===== src/design/amd_pkg.sv =====
// Shared constants and types of the amplifier diagnostic status bank
package amd_pkg;

   // Sizes
   localparam int NUM_CHAN    = 4;
   localparam int BYTE_W      = 8;
   localparam int CNT_W       = 4;
   localparam int IDX_W       = 2;

   // Bus address and transfer counts
   localparam logic [6:0]       DEV_ADDR      = 7'h6C;
   localparam logic [CNT_W-1:0] BITS_PER_BYTE = 4'h8;
   localparam logic [IDX_W-1:0] LAST_RD_IDX   = 2'h3;
   localparam logic [IDX_W-1:0] LAST_WR_IDX   = 2'h1;
   localparam logic [IDX_W-1:0] IDX_IB_ONE    = 2'h0;

   // Channel order of the status bytes
   localparam int CH_LEFT_FRONT  = 0;
   localparam int CH_LEFT_REAR   = 1;
   localparam int CH_RIGHT_FRONT = 2;
   localparam int CH_RIGHT_REAR  = 3;

   // Bit positions in the instruction bytes
   localparam int IB1_DIAG_EN_BIT = 6;
   localparam int IB1_OFS_EN_BIT  = 5;
   localparam int IB2_STBY_BIT    = 4;

   // Reset values
   localparam logic [BYTE_W-1:0] IB_RESET = 8'h00;

   // Raw per-channel fault sense from the analog side
   typedef struct packed {
      logic perm_diag;
      logic short_load;
      logic open_load;
      logic offset_det;
      logic short_vcc;
      logic short_gnd;
   } amd_chan_raw_type;

   // Reported per-channel flags, in bit order D4..D0 of a status byte
   typedef struct packed {
      logic perm_diag;
      logic short_load;
      logic open_or_offset;
      logic short_vcc;
      logic short_gnd;
   } amd_chan_flags_type;

   localparam int CHAN_FLAG_W = $bits(amd_chan_flags_type);
   localparam int RAW_W       = NUM_CHAN * $bits(amd_chan_raw_type);

   // Serial bus pins seen from inside
   typedef struct packed {
      logic scl;
      logic sda;
   } amd_pins_type;

   // Serial slave states
   typedef enum logic [2:0] {
      ST_IDLE,
      ST_ADDR,
      ST_ADDR_ACK,
      ST_WR_BYTE,
      ST_WR_ACK,
      ST_RD_BYTE,
      ST_RD_ACK,
      ST_IGNORE
   } amd_state_type;

endpackage


===== src/design/amd_sync.sv =====
// Two-flop synchroniser for inputs from outside the clock domain
`timescale 1ns/100ps
`default_nettype none

module amd_sync #(
   parameter int W = 1
) (
   input  wire logic         clk,
   input  wire logic         sys_rst,
   input  wire logic         ce,
   input  wire logic [W-1:0] d,
   output var  logic [W-1:0] q
);
   import amd_pkg::*;

   typedef struct packed {
      logic [W-1:0] s1;
      logic [W-1:0] s2;
   } amd_sync_state_type;

   amd_sync_state_type st_reg;
   amd_sync_state_type st_next;

   // First stage feeds only the second stage
   always_comb
   begin
      st_next = st_reg;
      if (ce)
      begin
         st_next.s1 = d;
         st_next.s2 = st_reg.s1;
      end
   end

   always_ff @(posedge clk or posedge sys_rst)
   begin
      if (sys_rst)
         st_reg <= '0;
      else
         st_reg <= st_next;
   end

   assign q = st_reg.s2;

endmodule

`default_nettype wire


===== src/design/amd_fault_cycle.sv =====
// Per-channel fault accumulation over one diagnostic cycle, with snapshot
`timescale 1ns/100ps
`default_nettype none

module amd_fault_cycle (
   input  wire logic                        clk,
   input  wire logic                        sys_rst,
   input  wire logic                        ce,
   input  wire logic                        restart,
   input  wire amd_pkg::amd_chan_flags_type live     [amd_pkg::NUM_CHAN],
   output var  amd_pkg::amd_chan_flags_type result   [amd_pkg::NUM_CHAN]
);
   import amd_pkg::*;

   typedef struct packed {
      logic [NUM_CHAN-1:0][CHAN_FLAG_W-1:0] acc;
      logic [NUM_CHAN-1:0][CHAN_FLAG_W-1:0] snap;
   } amd_cycle_state_type;

   amd_cycle_state_type st_reg;
   amd_cycle_state_type st_next;
   logic [NUM_CHAN-1:0][CHAN_FLAG_W-1:0] acc_nx;
   logic [NUM_CHAN-1:0][CHAN_FLAG_W-1:0] snap_nx;

   // A flag is reported only if it held through the whole cycle; a
   // restart closes the cycle, so a read returns the previous one
   genvar ch;
   generate
      for (ch = 0; ch < NUM_CHAN; ch++)
      begin : g_chan
         assign acc_nx[ch]  = restart ? {CHAN_FLAG_W{1'b1}}
                                      : (st_reg.acc[ch] & live[ch]);
         assign snap_nx[ch] = restart ? (st_reg.acc[ch] & live[ch])
                                      : st_reg.snap[ch];
         assign result[ch]  = st_reg.snap[ch];
      end
   endgenerate

   always_comb
   begin
      st_next = st_reg;
      if (ce)
      begin
         st_next.acc  = acc_nx;
         st_next.snap = snap_nx;
      end
   end

   always_ff @(posedge clk or posedge sys_rst)
   begin
      if (sys_rst)
         st_reg <= '0;
      else
         st_reg <= st_next;
   end

endmodule

`default_nettype wire


===== src/design/amd_status_bank.sv =====
// Serial-bus slave and read-only diagnostic status bank of the amplifier
`timescale 1ns/100ps
`default_nettype none

module amd_status_bank (
   input  wire logic                      clk,
   input  wire logic                      sys_rst,
   input  wire logic                      ce,
   input  wire logic                      scl_in,
   input  wire logic                      sda_in,
   output var  logic                      sda_out,
   output var  logic                      sda_oe,
   input  wire logic                      thermal_warn,
   input  wire logic                      diag_cycle_done,
   input  wire amd_pkg::amd_chan_raw_type chan_raw [amd_pkg::NUM_CHAN],
   output var  logic [7:0]                instruction_byte_one,
   output var  logic [7:0]                instruction_byte_two,
   output var  logic                      diag_restart
);
   import amd_pkg::*;

   typedef struct packed {
      amd_state_type     state;
      logic [CNT_W-1:0]  bit_cnt;
      logic [IDX_W-1:0]  byte_idx;
      logic [BYTE_W-1:0] shreg;
      logic              rw;
      logic              ack_ok;
      logic              oe;
      logic [BYTE_W-1:0] ib1;
      logic [BYTE_W-1:0] ib2;
      logic              scl_d;
      logic              sda_d;
      logic              read_active;
      logic              restart;
   } amd_bank_state_type;

   amd_bank_state_type st_reg;
   amd_bank_state_type st_next;

   amd_pins_type       pins_s;
   logic [RAW_W-1:0]   raw_flat;
   logic [RAW_W-1:0]   raw_s;
   logic               therm_s;
   logic               done_s;
   amd_chan_raw_type   raw_chan [NUM_CHAN];
   amd_chan_flags_type live     [NUM_CHAN];
   amd_chan_flags_type result   [NUM_CHAN];
   logic [BYTE_W-1:0]  status   [NUM_CHAN];

   logic scl_rise;
   logic scl_fall;
   logic start_cond;
   logic stop_cond;
   logic offset_en;
   logic diag_en;
   logic standby_off;

   // Pins and analog sense come from outside the clock domain
   amd_sync #(
      .W (2)
   ) u_pin_sync (
      .clk     (clk),
      .sys_rst (sys_rst),
      .ce      (ce),
      .d       ({scl_in, sda_in}),
      .q       (pins_s)
   );

   amd_sync #(
      .W (RAW_W + 2)
   ) u_sense_sync (
      .clk     (clk),
      .sys_rst (sys_rst),
      .ce      (ce),
      .d       ({raw_flat, thermal_warn, diag_cycle_done}),
      .q       ({raw_s, therm_s, done_s})
   );

   // Control mirrors taken from the instruction bytes
   assign offset_en   = st_reg.ib1[IB1_OFS_EN_BIT];
   assign diag_en     = st_reg.ib1[IB1_DIAG_EN_BIT];
   assign standby_off = st_reg.ib2[IB2_STBY_BIT];

   // Per-channel flag assembly; bit 2 meaning follows the offset mode
   genvar ch;
   generate
      for (ch = 0; ch < NUM_CHAN; ch++)
      begin : g_chan
         localparam int LO = ch * $bits(amd_chan_raw_type);
         assign raw_flat[LO +: $bits(amd_chan_raw_type)] = chan_raw[ch];
         assign raw_chan[ch] = raw_s[LO +: $bits(amd_chan_raw_type)];
         assign live[ch].perm_diag      = raw_chan[ch].perm_diag;
         assign live[ch].short_load     = raw_chan[ch].short_load;
         assign live[ch].open_or_offset = offset_en
                                          ? raw_chan[ch].offset_det
                                          : raw_chan[ch].open_load;
         assign live[ch].short_vcc      = raw_chan[ch].short_vcc;
         assign live[ch].short_gnd      = raw_chan[ch].short_gnd;
      end
   endgenerate

   // Results are frozen per cycle; reads see the closed cycle only
   amd_fault_cycle u_cycle (
      .clk     (clk),
      .sys_rst (sys_rst),
      .ce      (ce),
      .restart (st_reg.restart),
      .live    (live),
      .result  (result)
   );

   // Status bytes in read order; unused upper bits are zero
   assign status[CH_LEFT_FRONT]  = {therm_s,
                                    diag_en & done_s,
                                    1'b0,
                                    result[CH_LEFT_FRONT]};
   assign status[CH_LEFT_REAR]   = {offset_en,
                                    2'b00,
                                    result[CH_LEFT_REAR]};
   assign status[CH_RIGHT_FRONT] = {standby_off,
                                    diag_en,
                                    1'b0,
                                    result[CH_RIGHT_FRONT]};
   assign status[CH_RIGHT_REAR]  = {3'b000,
                                    result[CH_RIGHT_REAR]};

   // Bus events from the synchronised pins
   assign scl_rise   = pins_s.scl & ~st_reg.scl_d;
   assign scl_fall   = ~pins_s.scl & st_reg.scl_d;
   assign start_cond = pins_s.scl & st_reg.scl_d & st_reg.sda_d & ~pins_s.sda;
   assign stop_cond  = pins_s.scl & st_reg.scl_d & ~st_reg.sda_d & pins_s.sda;

   // Serial slave sequencing
   always_comb
   begin
      st_next = st_reg;
      if (ce)
      begin
         // Strobe lasts one enabled cycle; a frozen cycle keeps it as is
         st_next.restart = 1'b0;
         st_next.scl_d = pins_s.scl;
         st_next.sda_d = pins_s.sda;
         if (start_cond || stop_cond)
         begin
            // A read is over at the next start or stop; close the cycle
            st_next.restart     = st_reg.read_active;
            st_next.read_active = 1'b0;
            st_next.oe          = 1'b0;
            st_next.bit_cnt     = '0;
            st_next.state       = start_cond ? ST_ADDR : ST_IDLE;
         end
         else
         begin
            case (st_reg.state)
               ST_IDLE, ST_IGNORE:
               begin
                  st_next.oe = 1'b0;
               end
               ST_ADDR:
               begin
                  if (scl_rise)
                  begin
                     st_next.shreg   = {st_reg.shreg[BYTE_W-2:0], pins_s.sda};
                     st_next.bit_cnt = st_reg.bit_cnt + 1'b1;
                  end
                  else if (scl_fall && st_reg.bit_cnt == BITS_PER_BYTE)
                  begin
                     if (st_reg.shreg[BYTE_W-1:1] == DEV_ADDR)
                     begin
                        st_next.rw    = st_reg.shreg[0];
                        st_next.oe    = 1'b1;
                        st_next.state = ST_ADDR_ACK;
                     end
                     else
                        st_next.state = ST_IGNORE;
                  end
               end
               ST_ADDR_ACK:
               begin
                  if (scl_fall)
                  begin
                     st_next.bit_cnt  = '0;
                     st_next.byte_idx = '0;
                     if (st_reg.rw)
                     begin
                        st_next.read_active = 1'b1;
                        st_next.shreg       = status[CH_LEFT_FRONT];
                        st_next.oe          = ~status[CH_LEFT_FRONT][BYTE_W-1];
                        st_next.state       = ST_RD_BYTE;
                     end
                     else
                     begin
                        st_next.oe    = 1'b0;
                        st_next.state = ST_WR_BYTE;
                     end
                  end
               end
               ST_WR_BYTE:
               begin
                  if (scl_rise)
                  begin
                     st_next.shreg   = {st_reg.shreg[BYTE_W-2:0], pins_s.sda};
                     st_next.bit_cnt = st_reg.bit_cnt + 1'b1;
                  end
                  else if (scl_fall && st_reg.bit_cnt == BITS_PER_BYTE)
                  begin
                     // Only the two instruction bytes are taken and acknowledged
                     if (st_reg.byte_idx <= LAST_WR_IDX)
                     begin
                        if (st_reg.byte_idx == IDX_IB_ONE)
                           st_next.ib1 = st_reg.shreg;
                        else
                           st_next.ib2 = st_reg.shreg;
                        st_next.oe    = 1'b1;
                        st_next.state = ST_WR_ACK;
                     end
                     else
                        st_next.state = ST_IGNORE;
                  end
               end
               ST_WR_ACK:
               begin
                  if (scl_fall)
                  begin
                     st_next.oe       = 1'b0;
                     st_next.bit_cnt  = '0;
                     st_next.byte_idx = st_reg.byte_idx + 1'b1;
                     st_next.state    = ST_WR_BYTE;
                  end
               end
               ST_RD_BYTE:
               begin
                  if (scl_rise)
                     st_next.bit_cnt = st_reg.bit_cnt + 1'b1;
                  else if (scl_fall)
                  begin
                     if (st_reg.bit_cnt == BITS_PER_BYTE)
                     begin
                        // Release the line so the master can acknowledge
                        st_next.oe    = 1'b0;
                        st_next.state = ST_RD_ACK;
                     end
                     else
                     begin
                        st_next.shreg = {st_reg.shreg[BYTE_W-2:0], 1'b0};
                        st_next.oe    = ~st_reg.shreg[BYTE_W-2];
                     end
                  end
               end
               ST_RD_ACK:
               begin
                  if (scl_rise)
                     st_next.ack_ok = ~pins_s.sda && (st_reg.byte_idx != LAST_RD_IDX);
                  else if (scl_fall)
                  begin
                     st_next.bit_cnt = '0;
                     if (st_reg.ack_ok)
                     begin
                        // Next byte in fixed order; never more than four
                        st_next.byte_idx = st_reg.byte_idx + 1'b1;
                        st_next.shreg    = status[st_reg.byte_idx + 1'b1];
                        st_next.oe       = ~status[st_reg.byte_idx + 1'b1][BYTE_W-1];
                        st_next.state    = ST_RD_BYTE;
                     end
                     else
                        st_next.state = ST_IGNORE;
                  end
               end
               default:
               begin
                  st_next.state = ST_IDLE;
                  st_next.oe    = 1'b0;
               end
            endcase
         end
      end
   end

   // Reset values are our own: nothing documented, so all control clear
   always_ff @(posedge clk or posedge sys_rst)
   begin
      if (sys_rst)
      begin
         st_reg       <= '0;
         st_reg.state <= ST_IDLE;
         st_reg.ib1   <= IB_RESET;
         st_reg.ib2   <= IB_RESET;
         st_reg.scl_d <= 1'b1;
         st_reg.sda_d <= 1'b1;
      end
      else
         st_reg <= st_next;
   end

   // Open-drain line: only ever pulled low
   assign sda_out              = 1'b0;
   assign sda_oe               = st_reg.oe;
   assign instruction_byte_one = st_reg.ib1;
   assign instruction_byte_two = st_reg.ib2;
   assign diag_restart         = st_reg.restart;

endmodule

`default_nettype wire


===== config.mk =====
export PLATFORM = sky130hd
export DESIGN_NAME = amd_status_bank
export DESIGN_NICKNAME = d
export VERILOG_FILES = /design/src/design/amd_pkg.sv /design/src/design/amd_sync.sv /design/src/design/amd_fault_cycle.sv /design/src/design/amd_status_bank.sv
export SDC_FILE = /design/constraint.sdc
export NUM_CORES = 1
export LEC_CHECK = 0
export BUFFER_PORTS_ARGS = -buffer_cell sky130_fd_sc_hd__buf_2
export CAP_MARGIN = 20
export CORE_MARGIN = 8
export CORE_UTILIZATION = 55
export DETAILED_ROUTE_END_ITERATION = 12
export PLACE_DENSITY = 0.77
export SYNTH_ARGS = -nofsm -noshare
export SYNTH_HDL_FRONTEND = slang
export SYNTH_HIERARCHICAL = 1
export SYNTH_SLANG_ARGS = --single-unit

===== constraint.sdc =====
create_clock -name clk -period 2 [get_ports clk]
set_input_delay 0.2 -clock clk [delete_from_list [all_inputs] [get_ports clk]]
set_output_delay 0.2 -clock clk [all_outputs]
set_load 0.01 [all_outputs]

# Word-level counts from Yosys, hierarchy flattened
# Index checks and enable logic that the tools add are counted.
# Widths: inputs -> output; s select.
[word_totals] register_bits=136 in_bits=31 elab_cells=172
[classes] addsub=2 order_cmp=2 eq_ne=34 n_mux=62 bitwise_logic=23 n_reduce_logical=24
[ops] cell="$mux 17" count=6
[ops] cell="$mux 8" count=9
[ops] cell="$ne 3x3->1 const B" count=14
[ops] cell="$pmux 7 s6" count=1
[ops] cell="$pmux 8 s4" count=1
[ops] cell="$mux 3" count=9
[ops] cell="$mux 1" count=23
[ops] cell="$and 5x5->5" count=4
[ops] cell="$mux 5" count=4
[ops] cell="$ne 2x2->1 const B" count=10
[ops] cell="$bmux 8 s2" count=1
[ops] cell="$reduce_and 14->1" count=1
[ops] cell="$reduce_and 7->1" count=2
[ops] cell="$reduce_and 13->1" count=1
[ops] cell="$eq 3x3->1 const B" count=4
[ops] cell="$reduce_and 12->1" count=1
[ops] cell="$reduce_and 6->1" count=2
[ops] cell="$mux 10" count=1
[ops] cell="$not 1->1" count=10
[ops] cell="$mux 9" count=1
[ops] cell="$and 1x1->1" count=8
[ops] cell="$reduce_and 4->1" count=2
[ops] cell="$reduce_and 8->1" count=1
[ops] cell="$eq 7x7->1 const B" count=1
[ops] cell="other kinds (24)" count=30

# Logic depth before layout (Yosys ltp)
# Gate-level depths: netlist of the first run.
[depth] depth_word=11 ltp_mapped=9

# By module
# The synthesis of the first run kept the hierarchy.
[by_module_without_submodules] module="amd_status_bank" instances=1 cells_each=268 area_each_um2=2763.9 seq_area_each_um2=1003.5
[by_module_without_submodules] module="amd_sync (u_sense_sync)" instances=1 cells_each=137 area_each_um2=2384.8 seq_area_each_um2=1301.2
[by_module_without_submodules] module="amd_fault_cycle" instances=1 cells_each=172 area_each_um2=1849.3 seq_area_each_um2=1001.0
[by_module_without_submodules] module="amd_sync (u_pin_sync)" instances=1 cells_each=11 area_each_um2=163.9 seq_area_each_um2=100.1

# Worst setup path before layout of the first run
# Ideal clock, no wire load.
[synth_path] path_kind="reg-to-reg" from="register st_reg[31] (netlist name)" to="register st_reg[30] (netlist name)" setup_ns=0.125 arrival_ns=2.023 t_required_ns=1.875 setup_slack_ns=-0.148 stages_incl_launch_ff=9 path_buffers=1 synth_period_minus_slack_ns=2.148 path_cell_list="dfrtp_1 buf_2 inv_1 ha_1 mux2_2 a22oi_1 a211o_1 o21ai_0 mux2_2"

==> results of run 1 <==
==> per-stage QoR <==
step | hold slack (ns) | total power [mW] | setup WS, ns | instance area (um2)
2_1_floorplan | -0.0339 | 5.44 | 0.0118 | 7190
3_3_place_gp | 0.124 | 5.93 | 0.110 | 7120
3_5_place_dp | 0.127 | 5.98 | 0.0362 | 7120
4_1_cts | 0.000802 | 9.10 | 0.0182 | 7880
5_1_grt | 0.000166 | 9.65 | 0.00164 | 7950
6_report | 0.00650 | 9.18 | 0.0723 | 7950
==> routing by layer <==
metal | routed length (um) | GRT usage [%] | part of all wire (%) | vias to the layer above
met3 | 621 | 5.18 | 4.4 | 33
met1 | 6290 | 22.2 | 45 | 2197
met2 | 6660 | 28.3 | 48 | 99
met4 | 434 | 8.33 | 3.1 | 0
met5 | 0 | 0 | 0 | -
li1 | - | - | - | 2048
==> worst max-delay path, delay by kind of cell, from the launching register on <==
kind	cells	cell delay (ns)
simple gates	1	0.12
compound gates	3	0.62
buf+inv	3	0.41
fa+ha+maj	1	0.22
flops	1	0.43
==> final timing paths <==
| check | from | end | slack, ns |
|---|---|---|---|
| min in group asynchronous | sys_rst | u_sense_sync/q[0] | 0.23 |
| max | st_reg[31] | sda_oe | 0.07 |
| min reg2reg | u_cycle/st_reg[37] | u_cycle/st_reg[37] | 0.48 |
| min | chan_raw[20] | u_sense_sync/st_reg[30] | 0.006 |
| max in group asynchronous | sys_rst | st_reg[31] | 1.14 |
| max reg2reg | st_reg[31] | sda_oe | 0.07 |
==> kinds of logic after synthesis <==
kind of cell / after synthesis / share of synthesized area [%]
compound gates: 92 / 8.63
other cells: 1 / 0.0524
fa+ha+maj: 6 / 1.05
buf+inv: 129 / 12.8
simple gates: 123 / 10.5
xor+xnor: 4 / 0.489
flops: 136 / 47.6
mux: 97 / 18.9
==> layout make-up <==
cell class / count / area [um2]
Fill cell: 965 / 4720
Sequential cell: 136 / 3410
Multi-Input combinational cell: 323 / 2870
Timing Repair Buffer: 104 / 737
Clock buffer: 17 / 425
Tap cell: 172 / 215
Clock inverter: 15 / 158
Inverter: 35 / 131
==> cells in the final DEF (no fill, tap or decap), drive strengths merged, types with 2 or more instances in the layout <==
cell type / netlist / layout
o211ai: 2 / 2
o41ai: 2 / 2
and2: 3 / 3
mux2: 87 / 87
o21ai: 35 / 35
nand2: 18 / 18
and2b: 2 / 2
xor2: 2 / 2
dfrtp: 134 / 134
buf: 93 / 86
mux2i: 8 / 8
a22oi: 6 / 6
clkinv: 0 / 3
nand2b: 20 / 20
inv: 35 / 43
nor2b: 4 / 4
and3: 4 / 4
nand4: 22 / 22
o22ai: 2 / 2
or2b: 2 / 2
nand3: 15 / 15
a211o: 3 / 3
ha: 6 / 6
xnor2: 2 / 2
dfstp: 2 / 2
nor2: 20 / 20
dlygate4sd3: 0 / 18
mux4: 2 / 2
clkinvlp: 0 / 3
nor3: 5 / 5
a21boi: 2 / 2
a31oi: 2 / 2
a21o: 21 / 21
clkbuf: 1 / 17
a21oi: 8 / 8
==> power groups by stage <==
| stage | registers [mW] | clock network [mW] | logic, mW |
|---|---|---|---|
| after floorplan | 3.37 | 0 | 2.07 |
| after global placement | 3.52 | 0 | 2.41 |
| after detailed placement | 3.54 | 0 | 2.44 |
| after CTS | 3.49 | 3.12 | 2.49 |
| after global routing | 3.56 | 3.25 | 2.85 |
| final | 3.51 | 3.08 | 2.59 |
==> what timing repair did <==
| item | in CTS | in global routing |
|---|---|---|
| buffers inserted | 0 | 5 |
| gates resized for setup | 0 | 8 |
| endpoints found under the setup margin | 0 | 22 |
| hold buffers | 17 | 1 |
| hold endpoints to repair | 150 | 1 |
==> out/results.ini, run 1 <==
[clock_network]
cts_buffer_depth = 2
clock-root-buffer = clkbuf_16
cts.clk_slew.worst_paths_ns = 0.07
insertion_delay_ns = 0.43
cts_max_level = 4
cts_buffers = 17
clock_sinks = 136
cts_tree = built

[timing]
finalSetupViolations = 0
fmax_ghz = 0.519
period_share_pct = 96.4
slew_headroom_pct = 63.6
skew_ns = 0.00759
rsz0062_at_grt = no
fin_tns_setup_ns = 0
drv_slew = 0
hold_viol = 0
tightest_slew_ns = 0.547
min_period_ns = 1.93

[placement]
numPortBuffers = 48
place_hpwl_mm = 9.48
gp_congestion = 0.876
dp.cells = 747

[floorplanning]
die_width_um = 130
coreArea_mm2 = 0.0127
fp.dieH_um = 130
num_io_pins = 50
rows = 41
die_area_mm2 = 0.0169
start_util_pct = 56.5

[global_route]
grt_antenna_before_repair = 0
grt_pass1_wl_mm = 23.6
grt_start_max_net_pins = 47
grt_pass1_vias = 4547
grtUsageTotal_pct = 17.9
overflow = 0

[pwr]
combinationalPowerShare_pct = 28.2
clkPwrFrac_pct = 33.5
swShare_pct = 32.5
powerDensity_mw_per_mm2 = 1160
vdd_drop_max_v = 0.000719
p_seq_share_pct = 38.2
power.internal_mw = 6.20
leakage_nw = 4.00
p_switching_mw = 2.98

[synth]
synthesis.nets = 625
synth.distinct_cells = 70
syn_inst = 588
ys_top_cells_by_area = dfrtp_1, mux2_4, buf_4, mux2_2, a21o_1
synthTopCellsByCount = dfrtp_1, buf_4, mux2_4, inv_1
avgSynthCellArea_um2 = 12.2
syn_area_mm2 = 0.00716
synth_top_cell_area_share_pct = 46.8
ys.flop_type = dfrtp_1
ys_ff_latch = 136
async_flop_share_pct = 100
synth_edf_count = 0
synth.most_common_cell = dfrtp_1
yosys_warnings = 6
ys_seq_area_share_pct = 47.6
yosysTopAreaCell = dfrtp_1

[setup_path]
end_kind = register
critPathMaxStageDelay_ns = 0.43
crit_path_start_kind = register
worstPathCellList = inv_2 > ha_4 > buf_6 > nor2_1 > a22oi_2 > buf_4 > a211o_1 > a32o_1
r2r_cells = 8
required_ns = 2.31
crit_fanout = 11
critPathSlowestCell = dfrtp_2
critPathArrivalTime_ns = 2.24
critPathKind = reg2reg

[detailed_routing]
vias_per_cell = 5.46
wl_mm = 14.0
vias = 4377
drc = 0
wl_per_cell_um = 17.5
final_antenna_net_count = 0
drt_iter0_drc = 219
dr.pass1.iters = 4

[flow_run]
drv_cap = 0

[run_status]
status = finished, final reports clean

[cells_and_area]
final_layout_size_suffix_gt1_share_pct = 37.5
final_cells = 802
antennaDiodeCount = 0
post-route-util_pct = 62.7
fin_nets = 654
area_growth_pct = 11.0

[worst_hold_path]
hold_class = in2reg
hold_depth = 2

Note: power is estimated with default switching activity, not from simulation.
==> run 2, diff against run 1 <==
ABC_AREA = 1   (was unset)
CORE_MARGIN = unset   (was 8)
==> run 2 against run 1 <==
  * Global-route usage up 6.7 points
  * Highest routed layer unchanged
  * Flip-flop and latch count unchanged
  * Power fell by 4.0%
  * Die area is 23% lower
==> out/results.ini, run 2 <==
[run_status]
status = finished, final reports clean

[clock_network]
cts.clk_slew.worst_paths_ns = 0.06  ; about the same
clock_sinks = 136  ; unchanged
cts_buffers = 17  ; unchanged
cts_buffer_depth = 2  ; unchanged
cts_tree = built
insertion_delay_ns = 0.42  ; about the same
cts_max_level = 4  ; unchanged
clock-root-buffer = clkbuf_16

[timing]
worst_slack_ns = 0.151  ; +0.0784 ns
fin_tns_setup_ns = 0  ; unchanged
period_share_pct = 92.5  ; -3.9 points
skew_ns = 0.00723  ; -0.000362 ns
finalSetupViolations = 0  ; unchanged
slew_headroom_pct = 55.3  ; -8.2 points
fmax_ghz = 0.541  ; +4.2%
drv_slew = 0  ; unchanged
min_period_ns = 1.85  ; -0.0784 ns
hold_viol = 0  ; unchanged
tightest_slew_ns = 0.670  ; +0.123 ns
rsz0062_at_grt = no
holdWs_ns = 0.168  ; +0.162 ns

[synth]
async_flop_share_pct = 100  ; unchanged
yosysTopAreaCell = dfrtp_1
ys_seq_area_share_pct = 49.2  ; +1.6 points
synth.distinct_cells = 37  ; -47%
synthTopCellsByCount = nand2_1, dfrtp_1, buf_4, inv_1, nand3_1
synth.most_common_cell = nand2_1
ys.flop_type = dfrtp_1
synth_top_cell_area_share_pct = 48.4  ; +1.6 points
ys_ff_latch = 136  ; unchanged
avgSynthCellArea_um2 = 8.29  ; -32%
syn_area_mm2 = 0.00693  ; -3.3%
synth_edf_count = 0  ; unchanged
synthesis.nets = 873  ; +40%
syn_inst = 836  ; +42%
yosys_warnings = 6  ; unchanged
ys_top_cells_by_area = dfrtp_1, nand2_1, buf_4, nand3_1, o21ai_2

[setup_path]
r2r_start = st_reg[33]
critPathArrivalTime_ns = 2.15  ; -0.09 ns
crit_fanout = 5  ; -6
crit_path_start_kind = register
critPathSlowestCell = dfrtp_1
end_kind = register
critPathKind = reg2reg
critical-path-top-delay-family = simple AND/OR/NAND/NOR gates
crit_start = st_reg[33]
path_buf_inv = 1  ; -2
critPathMaxStageDelay_ns = 0.42  ; about the same
required_ns = 2.30  ; about the same
worstPathCellList = inv_1 > ha_1 > nand2_1 > nor2_1 > nand2_1 > nor3_4 > mux2_2
cp_common_cell = nand2_1

[cells_and_area]
fin_nets = 890  ; +36%
multi_input_area_mm2 = 0.00259  ; -9.7%
final_layout_size_suffix_gt1_share_pct = 18.4  ; -19 points
nFillCells = 990  ; +2.6%
post-route-util_pct = 63.0  ; +0.31 points
antennaDiodeCount = 0  ; unchanged
layout_common_cells = nand2_1, dfrtp_1, buf_2
area_growth_pct = 10.7
seq_area_mm2 = 0.00341  ; about the same
layout_commonest_cell = nand2_1

[placement]
place_hpwl_mm = 9.53  ; +0.60%
numPortBuffers = 48  ; unchanged
dp_slack_ns = 0.155  ; +0.118 ns
gp_congestion = 0.927  ; +5.8%

[detailed_routing]
vias = 5304  ; +21%
vias_per_cell = 5.13  ; -5.9%
wl_mm = 14.6  ; +4.6%
wl_per_cell_um = 14.2  ; -19%
final_antenna_net_count = 0  ; unchanged
dr.pass1.iters = 5  ; +1
drt_iter0_drc = 373  ; +70%
drc = 0  ; unchanged

[floorplanning]
die_area_mm2 = 0.0130  ; -23%
fp.dieH_um = 114  ; -12%
num_io_pins = 50  ; unchanged
start_util_pct = 57.0  ; +0.43 points
die_width_um = 114  ; -12%
coreArea_mm2 = 0.0122  ; -4.0%
rows = 40  ; -2.4%

[worst_hold_path]
hold_class = in2reg
min-delay-start = ce

[global_route]
grt_pass1_wl_mm = 24.7  ; +4.6%
grtUsageTotal_pct = 24.6  ; +6.7 points
grt_antenna_before_repair = 0  ; unchanged
grt_start_max_net_pins = 61  ; +30%
grt_pass1_vias = 5179  ; +14%
overflow = 0  ; unchanged

[pwr]
p_total_mw = 8.81  ; -4.0%
leakage_nw = 4.03  ; +0.90%
vdd_drop_max_v = 0.000598  ; -17%
powerDensity_mw_per_mm2 = 1150  ; -0.47%

[flow_run]
drv_cap = 0  ; unchanged

## run 2: cell count changes in the layout (fill, tap and decap cells not counted), sizes merged, moves of 11 or more
cell | previous run | this run
buf | 86 | 62
nand4 | 22 | 3
o21ai | 35 | 55
dlygate4sd3 | 18 | 29
nand2b | 20 | 0
mux2 | 87 | 4
nor2 | 20 | 45
nand2 | 18 | 353
nand3 | 15 | 51
inv | 43 | 56
a21o | 21 | 0
## run 2: cells by family (layout without fill, tap and decap cells)
family,Yosys count,after routing,share of synthesized area [%]
AOI/OAI and AO/OA,81,81,7.48
xor gates and xnor gates,1,1,0.126
adders and majority gates,6,6,1.08
buffers and inverters,146,175,13.4
DFF,136,136,49.2
muxes,4,4,0.650
other,1,1,0.0541
and+or+nand+nor,461,461,28.1
## run 2: layer usage
| layer | vias to the layer above | track usage [%] | part of all wire, % |
|---|---|---|---|
| met4 | 0 | 10.3 | 2.0 |
| met2 | 174 | 40.7 | 48 |
| met5 | - | 0 | 0 |
| met1 | 2500 | 32.0 | 46 |
| li1 | 2608 | - | - |
| met3 | 22 | 4.50 | 4.0 |
## run 2: metrics by stage
step	cells	area [um2]
2_1_floorplan	836	6930
3_3_place_gp	973	6790
3_5_place_dp	973	6790
4_1_cts	1033	7670
5_1_grt	1033	7670
6_report	1033	7670
## run 2: timing repair
| action | in CTS | in global routing |
|---|---|---|
| buffers inserted | 0 | 0 |
| setup endpoints to repair | 0 | 7 |
| hold endpoints to repair | 134 | 0 |
| hold buffers | 29 | 0 |
| gates resized for setup | 0 | 0 |
## run 2: where the power goes
group | internal, mW | leakage, nW | switching, mW | total [mW]
Clock | 1.87 | 0.271 | 1.22 | 3.09
Sequential | 3.04 | 1.75 | 0.327 | 3.37
Combinational | 0.797 | 2.01 | 1.56 | 2.35
Total | 5.71 | 4.03 | 3.11 | 8.81
## run 2: worst min-delay path: stages
cell	delay, ns
buf_2	0.20
nand2_1	0.09
o21ai_0	0.08
## run 2: final timing paths
path	to	slack [ns]	depth (start not counted)
worst max-delay path	instruction_byte_one[3]	0.15	7
worst min-delay path	st_reg[2]	0.17	3
worst max register to register	instruction_byte_one[3]	0.15	7
worst min register to register	u_sense_sync/st_reg[35]	0.47	2
max in group asynchronous	u_sense_sync/q[8]	1.03	4
min in group asynchronous	u_pin_sync/st_reg[3]	0.28	3
## run 2: cell type report
type	count	area share, %
sequential	136	44.4
multi-input combinational	554	33.9
timing repair buffer	91	8.62
clock buffer	18	5.73
tap	168	2.74
inverter	53	2.73
clock inverter	13	1.91
==> run 3, diff against run 2 <==
CORE_UTILIZATION = 50   (was 55)
PLACE_DENSITY = 0.68   (was 0.77)
clock period = 2.15 ns   (was 2 ns; I/O delays follow)
==> run 3 against run 2 <==
  * Routed wire length shrank 8.2%
  * Maximum frequency down 7.3%
  * Final cell count increased by 0.39%
  * Combinational power shrank 8%
  * Flip-flop and latch count is the same
  * Clock power down 6.8%
  * Cell area decreased by 0.47%
  * Worst hold slack lost 0.16 ns
  * Sequential power is 7.4% lower
  * Critical path type unchanged
  * Non-clock buffer count down 5
  * Clock-buffer cell count did not move
  * Core utilization decreased by 6.1 points
==> out/results.ini, run 3 (synthesis results as in run 2) <==
[timing]
fmax_ghz = 0.502  ; -7.3%
hold_viol = 0  ; unchanged
worst_slack_ns = 0.156  ; +0.00543 ns
rsz0062_at_grt = no
fin_tns_setup_ns = 0  ; unchanged
min_period_ns = 1.99  ; +0.145 ns
tightest_slew_ns = 0.575  ; -0.0945 ns
skew_ns = 0.00847  ; +0.00124 ns
finalSetupViolations = 0  ; unchanged
drv_slew = 0  ; unchanged
slew_headroom_pct = 61.6  ; +6.3 points
period_share_pct = 92.7  ; +0.27 points

[clock_network]
cts_max_level = 4  ; unchanged
cts.clk_slew.worst_paths_ns = 0.06  ; about the same
clock-root-buffer = clkbuf_16
cts_buffer_depth = 2  ; unchanged
cts_resized = 0  ; unchanged
cts_tree = built
clock_sinks = 136  ; unchanged
cts_buffers = 17  ; unchanged
insertion_delay_ns = 0.42  ; about the same

[cells_and_area]
layout_common_cells = nand2_1, dfrtp_1, buf_2
final_layout_size_suffix_gt1_share_pct = 18.5  ; +0.085 points
nFillCells = 1243  ; +26%
antennaDiodeCount = 0  ; unchanged
area_growth_pct = 10.2
layout_commonest_cell = nand2_1
fin_nets = 885  ; -0.56%

[detailed_routing]
wl_per_cell_um = 13.0  ; -8.5%
drc = 0  ; unchanged
dr.pass1.iters = 5  ; unchanged
final_antenna_net_count = 0  ; unchanged
drt_iter0_drc = 321  ; -14%
wl_mm = 13.4  ; -8.2%
vias_per_cell = 4.91  ; -4.3%
vias = 5094  ; -4.0%

[floorplanning]
rows = 42  ; +5.0%
num_io_pins = 50  ; unchanged
die_width_um = 120  ; +4.8%
coreArea_mm2 = 0.0134  ; +10%
die_area_mm2 = 0.0143  ; +9.8%
start_util_pct = 51.7  ; -5.3 points
fp.dieH_um = 120  ; +4.8%

[global_route]
grt_pass1_wl_mm = 23.3  ; -5.6%
overflow = 0  ; unchanged
grtUsageTotal_pct = 20.7  ; -3.9 points
grt_antenna_before_repair = 0  ; unchanged
grt_pass1_vias = 4848  ; -6.4%
grt_start_max_net_pins = 53  ; -13%

[setup_path]
critPathArrivalTime_ns = 2.29  ; +0.14 ns
critPathMaxStageDelay_ns = 0.42  ; about the same
cp_common_cell = nand2_1
critPathSlowestCell = dfrtp_1
crit_path_start_kind = register
crit_fanout = 7  ; +2
critPathKind = reg2reg
r2r_slack_ns = 0.16  ; about the same
end_kind = register
required_ns = 2.45  ; +0.15 ns
worstPathCellList = inv_1 > ha_1 > nand2_1 > nor2_1 > nand2_1 > nor3_4 > mux2_2

[pwr]
p_seq_share_pct = 38.2  ; about the same
clkPwrFrac_pct = 35.3  ; +0.2 points
power.internal_mw = 5.31  ; -6.9%
p_switching_mw = 2.84  ; -8.5%
leakage_nw = 4.03  ; -0.13%
combinationalPowerShare_pct = 26.5  ; -0.2 points
powerDensity_mw_per_mm2 = 1070  ; -7.0%
swShare_pct = 34.8  ; -0.39 points
vdd_drop_max_v = 0.000678  ; +13%

[placement]
dp_slack_ns = 0.200  ; +0.0458 ns
gp_congestion = 0.925  ; -0.17%
place_hpwl_mm = 9.24  ; -3.1%
numPortBuffers = 48  ; unchanged

[flow_run]
drv_cap = 0  ; unchanged

[worst_hold_path]
hold_class = in2reg

[run_status]
status = finished, final reports clean

==> run 3: layout make-up <==
| type | count | area (um2) | share of cell area [%] |
|---|---|---|---|
| Sequential cell | 136 | 3410 | 44.6 |
| Multi-Input combinational cell | 554 | 2590 | 34.0 |
| Clock inverter | 14 | 148 | 1.94 |
| Clock buffer | 18 | 439 | 5.76 |
| Tap cell | 176 | 220 | 2.89 |
| Inverter | 53 | 209 | 2.74 |
| Timing Repair Buffer | 86 | 613 | 8.04 |
==> run 3: layer usage <==
layer	part of all wire [%]	track usage, %	vias to the layer above
met5	0	0	-
met4	1.1	6.48	0
met3	3.2	4.75	12
met2	47	32.8	97
met1	48	28.1	2388
li1	-	-	2597
==> run 3: repair_timing <==
action | 4_1_cts | 5_1_grt
buffers inserted | 0 | 0
setup endpoints to repair | 0 | 0
hold buffers | 25 | 0
hold endpoints to repair | 130 | 0
==> run 3: power groups by stage <==
stage | registers (mW) | clock network [mW] | logic (mW)
finish | 3.12 | 2.88 | 2.16
floorplan | 3.06 | 0 | 1.77
CTS | 3.12 | 2.93 | 2.16
global route | 3.16 | 3.05 | 2.45
global placement | 3.15 | 0 | 2.11
detailed placement | 3.16 | 0 | 2.11
==> run 3: per-stage QoR <==
step / hold slack [ns] / std cells / cell area [um2] / power [mW] / utilization [%]
2_1_floorplan: -0.0189 / 836 / 6930 / 4.83 / -
3_3_place_gp: 0.145 / 980 / 6790 / 5.26 / 50.7
3_5_place_dp: 0.144 / 980 / 6790 / 5.27 / 50.7
4_1_cts: 0.000540 / 1037 / 7630 / 8.20 / 56.9
5_1_grt: 0.00298 / 1037 / 7630 / 8.66 / 56.9
6_report: 0.0108 / 1037 / 7630 / 8.15 / 56.9
==> run 3: path summary, 6_finish.rpt <==
path                                    startpoint                 endpoint  depth (start not counted)
max in group asynchronous                  sys_rst  u_sense_sync/st_reg[27]                          4
max reg2reg                             st_reg[33]  instruction_byte_one[2]                          7
min reg2reg                u_sense_sync/st_reg[30]        u_sense_sync/q[4]                          2
min in group asynchronous                  sys_rst     u_pin_sync/st_reg[3]                          3
min                                    chan_raw[7]  u_sense_sync/st_reg[41]                          3
max                                     st_reg[33]  instruction_byte_one[2]                          7
==> run 3: worst max-delay path: cells and delay by family (launching register included) <==
kind / cells / cell delay [ns]
flops: 1 / 0.42
buf+inv: 1 / 0.12
mux: 1 / 0.38
fa+ha+maj: 1 / 0.18
simple gates: 4 / 0.78
